File: src/shared/cucc_map.svh
// constants for the cache unit configuration chains
`ifndef CUCC_MAP_SVH
`define CUCC_MAP_SVH
`define CUCC_BOOT_LEN        367
`define CUCC_BOOT_USED       303
`define CUCC_RUN_LEN         36
`define CUCC_ERR_LEN         60
`define CUCC_GROUP           6
`define CUCC_DATA_LSB        0
`define CUCC_STROBE_BIT      0
`define CUCC_POS_WIDE_IO     0
`define CUCC_POS_FILL        1
`define CUCC_POS_FILL_DUP    2
`define CUCC_POS_VICTIM      3
`define CUCC_POS_CLEAN       11
`define CUCC_POS_BUSW        12
`define CUCC_POS_BUSF        14
`define CUCC_POS_RATIO       15
`define CUCC_POS_SHADOW      19
`define CUCC_RATIO_1P5       4'h1
`define CUCC_RATIO_2P0       4'h2
`define CUCC_RATIO_2P5       4'h4
`define CUCC_RATIO_3P0       4'h8
`endif

File: src/shared/cucc_pkg.sv
// types for the cache unit configuration chains
package cucc_pkg;
   typedef enum logic [1:0] {
      CUCC_WAIT = 2'b00,
      CUCC_LOAD = 2'b01,
      CUCC_DONE = 2'b11
   } cucc_boot_type;
endpackage : cucc_pkg

File: src/design/cucc_chains.sv
// configuration and error-capture chains of the cache and bus unit
`timescale 1ns/1ps
`include "cucc_map.svh"
// Behaviour
// RL1: boot chain has 367 positions; only the low 303 carry configuration.
// RL2: after self-test in reset, shift exactly 367 boot bits, msb first.
// RL3: run-time chain is 36 bits, six bits shifted in per write.
// RL4: error chain is 60 bits; each strobe write moves six bits out.
// RL5: data port write holds six bits, shifted in when instruction retires.
// RL6: after a strobe write, data port read returns six bits moved out.
// RL7: writing one to strobe bit 0 moves six error bits into data port.
// RL8: boot contents must program duplicate fields equal to their originals.
// RL9: fields ordered lsb first; multibit field lsb at earliest position.
// RL10: position 0 enables wide 32-byte io transfer mode.
// RL11: positions 1 and 2 hold offset fill mode and its duplicate.
// RL12: eight-bit decoded victim stream threshold, at most six victims.
// RL13: one bit enables sending clean evicted blocks to system interface.
// RL14: two-bit system address width select, then one bus format bit.
// RL15: one-hot clock ratio: 0001 1.5x, 0010 2x, 0100 2.5x, 1000 3x.
// RL16: bit after clock ratio enables shadow tag mode.
// RL17: boot configuration outputs held inactive until full load completes.
module cucc_chains
   import cucc_pkg::*;
#(
   parameter int BOOT_LEN = `CUCC_BOOT_LEN,
   parameter int RUN_LEN  = `CUCC_RUN_LEN,
   parameter int ERR_LEN  = `CUCC_ERR_LEN
) (
   input  wire logic                 clock_in,
   input  wire logic                 rst_n_in,
   input  wire logic                 hw_reset_in,
   input  wire logic                 selftest_done_in,
   input  wire logic                 serial_boot_rom_data_in,
   output logic                      serial_boot_rom_clk_out,
   input  wire logic                 priv_reg_write_in,
   input  wire logic                 write_retire_in,
   input  wire logic                 sel_data_port_in,
   input  wire logic                 sel_shift_strobe_in,
   input  wire logic [63:0]          wdata_in,
   input  wire logic                 priv_reg_read_in,
   output logic      [63:0]          rdata_out,
   input  wire logic                 err_capture_in,
   input  wire logic [ERR_LEN-1:0]   err_value_in,
   output logic      [RUN_LEN-1:0]   run_config_out,
   output logic                      boot_done_out,
   output logic                      wide_io_en_out,
   output logic                      offset_fill_mode_out,
   output logic      [7:0]           victim_stream_threshold_out,
   output logic                      clean_evict_en_out,
   output logic      [1:0]           sysbus_width_sel_out,
   output logic                      sysbus_format_sel_out,
   output logic      [3:0]           sysclk_ratio_sel_out,
   output logic                      shadow_tag_en_out
);
   typedef struct packed {
      cucc_boot_type       st;
      logic [8:0]          cnt;
      logic [8:0]          pulses;
      logic [BOOT_LEN-1:0] chain;
      logic [2:0]          rom_sync;
      logic [3:0]          tap;
      logic                rom_bit;
      logic                clk;
      logic [5:0]          hold;
      logic                hold_valid;
      logic [5:0]          port;
      logic                strobe;
   } cucc_state_type;

   cucc_state_type s_q, s_d;
   logic [RUN_LEN-1:0] run_chain;
   logic [ERR_LEN-1:0] err_chain;
   logic [5:0]         err_spill;
   logic               run_shift;

   function automatic logic wr_hit(input logic sel);
      return priv_reg_write_in && sel;
   endfunction : wr_hit

   // only the port sync stages two and three are compared; stage one feeds
   // stage two alone
   always_comb begin
      s_d = s_q;
      s_d.rom_sync = {s_q.rom_sync[1:0], serial_boot_rom_data_in};
      if (s_q.rom_sync[2] == s_q.rom_sync[1]) begin
         s_d.rom_bit = s_q.rom_sync[2];
      end
      // delayed copies of the rom clock; the fourth marks a settled bit
      s_d.tap    = {s_q.tap[2:0], s_q.clk};
      s_d.strobe = 1'b0;
      unique case (s_q.st)
         CUCC_WAIT: begin
            if (hw_reset_in && selftest_done_in) begin // RL2
               s_d.st     = CUCC_LOAD;
               s_d.cnt    = '0;
               s_d.pulses = '0;
               s_d.clk    = 1'b0;
            end
         end
         CUCC_LOAD: begin
            // one pulse per two clocks, stopped after one per position
            if (s_q.pulses != 9'(BOOT_LEN)) begin // RL2
               s_d.clk = ~s_q.clk;
               if (s_q.clk) begin
                  s_d.pulses = s_q.pulses + 9'd1;
               end
            end
            // taking a bit four clocks after its pulse covers the rom's
            // output change and the pin synchroniser; costs four clocks
            if (s_q.tap[3]) begin
               // msb first enters at position 0 and walks toward the top
               s_d.chain = {s_q.chain[BOOT_LEN-2:0], s_q.rom_bit}; // RL2
               s_d.cnt   = s_q.cnt + 9'd1;
               if (s_q.cnt == 9'(BOOT_LEN - 1)) begin // RL1
                  s_d.st = CUCC_DONE;
               end
            end
         end
         CUCC_DONE: begin
            s_d.clk = 1'b0;
         end
         default: begin
            s_d.st  = CUCC_WAIT;
            s_d.clk = 1'b0;
         end
      endcase
      if (wr_hit(sel_data_port_in)) begin
         s_d.hold       = wdata_in[`CUCC_DATA_LSB +: `CUCC_GROUP]; // RL5
         s_d.hold_valid = 1'b1;
      end else if (write_retire_in && s_q.hold_valid) begin
         s_d.hold_valid = 1'b0;
      end
      if (wr_hit(sel_shift_strobe_in) && wdata_in[`CUCC_STROBE_BIT]) begin
         s_d.strobe = 1'b1; // RL7
      end
      if (s_q.strobe) begin
         s_d.port = err_spill; // RL6
      end
   end

   always_ff @(posedge clock_in) begin
      if (!rst_n_in) begin
         s_q <= '0;
      end else begin
         s_q <= s_d;
      end
   end

   // shift at retirement, never at the write itself
   assign run_shift = write_retire_in && s_q.hold_valid; // RL5

   cucc_shift #(.LEN(RUN_LEN), .STEP(`CUCC_GROUP)) u_run ( // RL3
      .clock_in    (clock_in),
      .rst_n_in    (rst_n_in),
      .shift_in    (run_shift),
      .data_in     (s_q.hold),
      .load_in     (1'b0),
      .load_val_in ('0),
      .chain_out   (run_chain),
      .spill_out   ()
   );

   // capture wins over a shift in the same cycle; error bits are not lost
   cucc_shift #(.LEN(ERR_LEN), .STEP(`CUCC_GROUP)) u_err ( // RL4
      .clock_in    (clock_in),
      .rst_n_in    (rst_n_in),
      .shift_in    (s_d.strobe),
      .data_in     ('0),
      .load_in     (err_capture_in),
      .load_val_in (err_value_in),
      .chain_out   (err_chain),
      .spill_out   (err_spill)
   );

   assign serial_boot_rom_clk_out = s_q.clk;
   assign run_config_out          = run_chain;
   assign rdata_out   = {58'h0, s_q.port}; // RL6
   assign boot_done_out = (s_q.st == CUCC_DONE);

   // fields only go live after the full load
   always_comb begin
      wide_io_en_out = 1'b0;
      offset_fill_mode_out = 1'b0;
      victim_stream_threshold_out = 8'h0;
      clean_evict_en_out = 1'b0;
      sysbus_width_sel_out = 2'h0;
      sysbus_format_sel_out = 1'b0;
      sysclk_ratio_sel_out = 4'h0;
      shadow_tag_en_out = 1'b0;
      if (boot_done_out) begin // RL17
         wide_io_en_out = s_q.chain[`CUCC_POS_WIDE_IO]; // RL10
         // duplicate assumed equal to original; original is used
         offset_fill_mode_out = s_q.chain[`CUCC_POS_FILL]; // RL11 RL8
         victim_stream_threshold_out =
            s_q.chain[`CUCC_POS_VICTIM +: 8]; // RL12 RL9
         clean_evict_en_out = s_q.chain[`CUCC_POS_CLEAN]; // RL13
         sysbus_width_sel_out = s_q.chain[`CUCC_POS_BUSW +: 2]; // RL14
         sysbus_format_sel_out = s_q.chain[`CUCC_POS_BUSF]; // RL14
         sysclk_ratio_sel_out = s_q.chain[`CUCC_POS_RATIO +: 4]; // RL15
         shadow_tag_en_out = s_q.chain[`CUCC_POS_SHADOW]; // RL16
      end
   end

   logic unused_ok;
   assign unused_ok = priv_reg_read_in;
endmodule : cucc_chains

File: src/design/cucc_shift.sv
// generic serial shift chain, shifts in at bit 0 toward the top
`timescale 1ns/1ps
module cucc_shift #(
   parameter int LEN  = 36,
   parameter int STEP = 6
) (
   input  wire logic            clock_in,
   input  wire logic            rst_n_in,
   input  wire logic            shift_in,
   input  wire logic [STEP-1:0] data_in,
   input  wire logic            load_in,
   input  wire logic [LEN-1:0]  load_val_in,
   output logic      [LEN-1:0]  chain_out,
   output logic      [STEP-1:0] spill_out
);
   logic [LEN-1:0]  chain_q;
   logic [STEP-1:0] spill_q;
   always_ff @(posedge clock_in) begin
      if (!rst_n_in) begin
         chain_q <= '0;
         spill_q <= '0;
      end else if (load_in) begin
         chain_q <= load_val_in;
      end else if (shift_in) begin
         chain_q <= {chain_q[LEN-STEP-1:0], data_in};
         spill_q <= chain_q[LEN-1 -: STEP];
      end
   end
   assign chain_out = chain_q;
   assign spill_out = spill_q;
endmodule : cucc_shift

File: config.mk
export PLATFORM = sky130hd
export DESIGN_NAME = cucc_chains
export DESIGN_NICKNAME = d
export VERILOG_FILES = /design/src/shared/cucc_pkg.sv /design/src/design/cucc_chains.sv /design/src/design/cucc_shift.sv
export VERILOG_INCLUDE_DIRS = /design/src /design/src/shared
export SDC_FILE = /design/constraint.sdc
export NUM_CORES = 1
export LEC_CHECK = 0
export ABC_CLOCK_PERIOD_IN_PS = 1600
export BUFFER_PORTS_ARGS = -buffer_cell sky130_fd_sc_hd__buf_4
export CORE_UTILIZATION = 45
export CTS_CLUSTER_SIZE = 25
export DETAILED_ROUTE_END_ITERATION = 10
export GPL_TIMING_DRIVEN = 0
export MAX_ROUTING_LAYER = met4
export PLACE_DENSITY = 0.79
export SETUP_SLACK_MARGIN = 0.4
export SLEW_MARGIN = 25
export SYNTH_ARGS = -nofsm -noshare
export SYNTH_HDL_FRONTEND = slang
export SYNTH_SLANG_ARGS = --single-unit
File: constraint.sdc
create_clock -name clock_in -period 1.6 [get_ports clock_in]
set_clock_uncertainty 0.05 [all_clocks]
set_input_delay 0.32 -clock clock_in [delete_from_list [all_inputs] [get_ports clock_in]]
set_output_delay 0.32 -clock clock_in [all_outputs]
set_load 0.02 [all_outputs]
==> reports/results.tsv <==
stage	metric	value	unit
final_layout	multiInputGateArea	0.00425	mm^2
clocking	cts_tree	done	
final_layout	regArea	0.00338	mm^2
die	ios	256	
sta	tightest_slew	0.637	ns
worst_setup_path	end_kind	register	
sta	setup_violations	35	
clocking	cts-hold-fix-buffers	0	
final_layout	drive_above_1_share	48.5	%
die	initial_utilization	46.0	%
worst_setup_path	crit_top_cell	buf_6	
sta	finalMaxSlewViolations	0	
clocking	clk_pin_slew	0.07	ns
power_and_ir_drop	ir_worst_vdd	0.000704	V
clocking	cts_made_buffers	17	
worst_setup_path	crit_fanout	3	
worst_setup_path	path_class	register to register	
route	wl	23500	um
sta	rsz0062_at_grt	yes	
worst_setup_path	required	1.86	ns
synth	synthArstFlopShare	0	%
final_layout	fill_cells	1086	
place	dpl.hpwl	12800	um
grt	grt_pass1_wl	32700	um
sta	finalHoldViolCount	0	
final_layout	final_util	72.5	%
die	die-area	0.0167	mm^2
route	vias_per_cell	5.16	
route	drc	0	
power_and_ir_drop	power_frac_comb	12.4	%
place	place.gp.congestion	0.852	
final_layout	fin_nets	1268	
synth	synth_warnings	0	
place	portBuffers	136	
clocking	ctsLongestPathBuffers	2	
sta	timing.hold.ws	0.0527	ns
hold_path	hold_path_class	input port to register	
run_status	outcome	finished with violations	
synth	synth_flop_cell	dfxtp_1	
sta	post-route-min-period	1.90	ns
die	num_rows	46	
route	wl_per_cell	17.3	um
clocking	clk_latency	0.43	ns
clocking	htreeDepth	4	
power_and_ir_drop	power.leakage	5.16	nW
die	die_w	129	um
route	dr.pass1.iters	5	
grt	grt_overflow_total	0	
power_and_ir_drop	seqPwrFrac	44.7	%
power_and_ir_drop	power_switching	2.30	mW
run_status	violations	setup timing	
sta	finalCritPeriodShare	119	%
route	routed-via-count	6997	
route	ant_nets	0	
worst_setup_path	crit_path_start_kind	register	
final_layout	antenna_cells	0	
power_and_ir_drop	p_int	7.30	mW
synth	syn_inst	833	
power_and_ir_drop	pwr-share-clk	42.9	%
sta	relSlewSlack	57.5	%
clocking	root_buffer	clkbuf_16	
synth	yosysSeqAreaShare	45.2	%
grt	grt_usage	26.3	%
worst_setup_path	slowest_delay	0.40	ns
synth	syn-cell-area	0.00730	mm^2
grt	grt_max_degree	17	
power_and_ir_drop	switching_share	24.0	%
power_and_ir_drop	p_per_area	834	mW/mm^2
worst_setup_path	path_cells	buf_6 -> nand3b_1 -> buf_4 -> buf_6 -> a211oi_4 -> xnor2_2 -> nor2_1	
die	die_h	129	um
power_and_ir_drop	finalPower	9.60	mW
job	cap_violations	0	
synth	ys_ff_latch	165	
synth	synth_edf_count	0	
die	coreArea	0.0159	mm^2
grt	first_global_vias	6551	
grt	antenna_found_initial	0	
synth	syn_avg_cell_area	8.76	um^2
clocking	clkSinkCount	165	
route	drtIter0Drc	447	
sta	fmax	527	MHz
final_layout	synthToLayoutAreaGrowth	57.7	%
synth	post_synth_num_cell_types	43	
worst_setup_path	cp_data_arrival_time	2.15	ns
sta	setup_ws	-0.298	ns
worst_setup_path	critPathSlowestCell	a211oi_4	
==> flip-flops by register name, summed over array words and instances, names as in the netlist <==
register,cells
s_d,5
u_err.chain_out,60
u_err.spill_out,6
u_run.chain_out,36
serial_boot_rom_clk_out,1
rdata_out,6
s_q,51
==> power groups by stage <==
stage / logic, mW / registers [mW] / clock network (mW)
floorplan: 0.740 / 4.36 / 0
global placement: 0.984 / 4.38 / 0
detailed placement: 0.999 / 4.38 / 0
CTS: 1.12 / 4.29 / 4.10
global route: 1.28 / 4.30 / 4.31
finish: 1.19 / 4.29 / 4.12
==> cells in the final DEF (no fill, tap or decap), drive strengths merged, types with 2 or more instances in the layout <==
cell type,n
xnor2,3
and2,13
or4,4
a21o,3
mux2,51
nor4,3
nand3,17
ha,3
mux2i,61
buf,302
inv,5
clkinvlp,3
o31ai,6
nor2,76
o21ai,8
clkbuf,54
or3,2
nand4b,2
bufinv,3
and3,20
a21oi,85
o311ai,2
a211oi,3
clkinv,3
o211ai,3
nand2b,5
conb,58
nand4,3
dfxtp,165
nand2,157
nand3b,8
==> layer usage <==
layer / wire length, um / track usage (%)
met5: 0 / -
met4: 928 / 10.4
met3: 1370 / 7.06
met2: 12100 / 45.1
met1: 9100 / 28.8
==> worst paths after layout <==
check	slack, ns	endpoint	startpoint	cells after the start
hold reg to reg	0.38	s_d[22]	s_d[21]	1
setup / recovery	-0.30	s_q[402]	s_q[408]	7
setup reg to reg	-0.30	s_q[402]	s_q[408]	7
hold / removal	0.05	s_d[21]	serial_boot_rom_data_in	2
==> cell type report <==
type | instances | share of cell area [%]
clock buffers | 20 | 3.88
multi-input cells | 605 | 37.0
inverters | 5 | 0.163
clock inverters | 9 | 1.14
repair buffers | 220 | 17.2
flip-flops and latches | 165 | 29.4
well taps | 216 | 2.35
plain buffers | 116 | 8.92
==> cell families (layout without fill, tap and decap cells) <==
family | Yosys count | after routing | share of synthesized area [%]
and+or+nand+nor | 315 | 315 | 19.4
DFF | 165 | 165 | 45.2
buffers and inverters | 121 | 370 | 9.68
AOI/OAI and AO/OA | 113 | 114 | 8.55
muxes | 112 | 112 | 16.2
adders and majority gates | 3 | 3 | 0.514
xor gates and xnor gates | 3 | 3 | 0.360
other | 1 | 58 | 0.0514
==> synthesized netlist by cell type (2+ instances only) <==
library cell  instances  area (um^2)
nand4b_1              2         17.5
nand3b_1              8         60.1
clkbuf_1             36          135
nand4_1               3         18.8
inv_1                 5         18.8
a21o_1                2         15.0
nand2b_1              5         31.3
o21ai_0               8         40.0
buf_4                65          488
xnor2_1               3         26.3
a21oi_1              85          425
mux2i_1              61          611
ha_1                  3         37.5
or3_1                 2         12.5
or4_1                 4         30.0
o211ai_1              2         15.0
and2_1               13         81.3
o31ai_1               6         45.0
nor4_1                2         12.5
nor2_1               75          282
a211oi_1              3         22.5
buf_1                 8         30.0
and3_1               20          125
nand2_1             157          589
buf_2                 7         35.0
mux2_2               51          574
nand3_1              17         85.1
dfxtp_1             165         3300
==> what timing repair did <==
item,4_1_cts,5_1_grt
resized for setup,191,95
cloned,4,3
endpoints found under the setup margin,209,143
pin swaps,23,21
setup buffers,58,20
==> through the flow <==
step | setup TNS [ns] | instances | worst slack, ns | area [um^2]
3_3_place_gp | -17.58 | 1242 | -0.260 | 9290
4_1_cts | -2.68 | 1333 | -0.145 | 11000
6_report | -4.14 | 1356 | -0.298 | 11500
3_5_place_dp | -20.03 | 1242 | -0.301 | 9290
5_1_grt | -5.76 | 1356 | -0.333 | 11500
2_1_floorplan | 0 | 890 | 0.118 | 7990
==> worst max-delay path, delay by kind of cell, from the launching register on <==
family                 cells  cell delay (ns)
buffers and inverters      3             0.45
AO/OA/AOI/OAI              1             0.40
flip-flops                 1             0.37
AND/OR/NAND/NOR            2             0.31
XOR/XNOR                   1             0.20
Note: power is estimated with default switching activity, not from simulation.
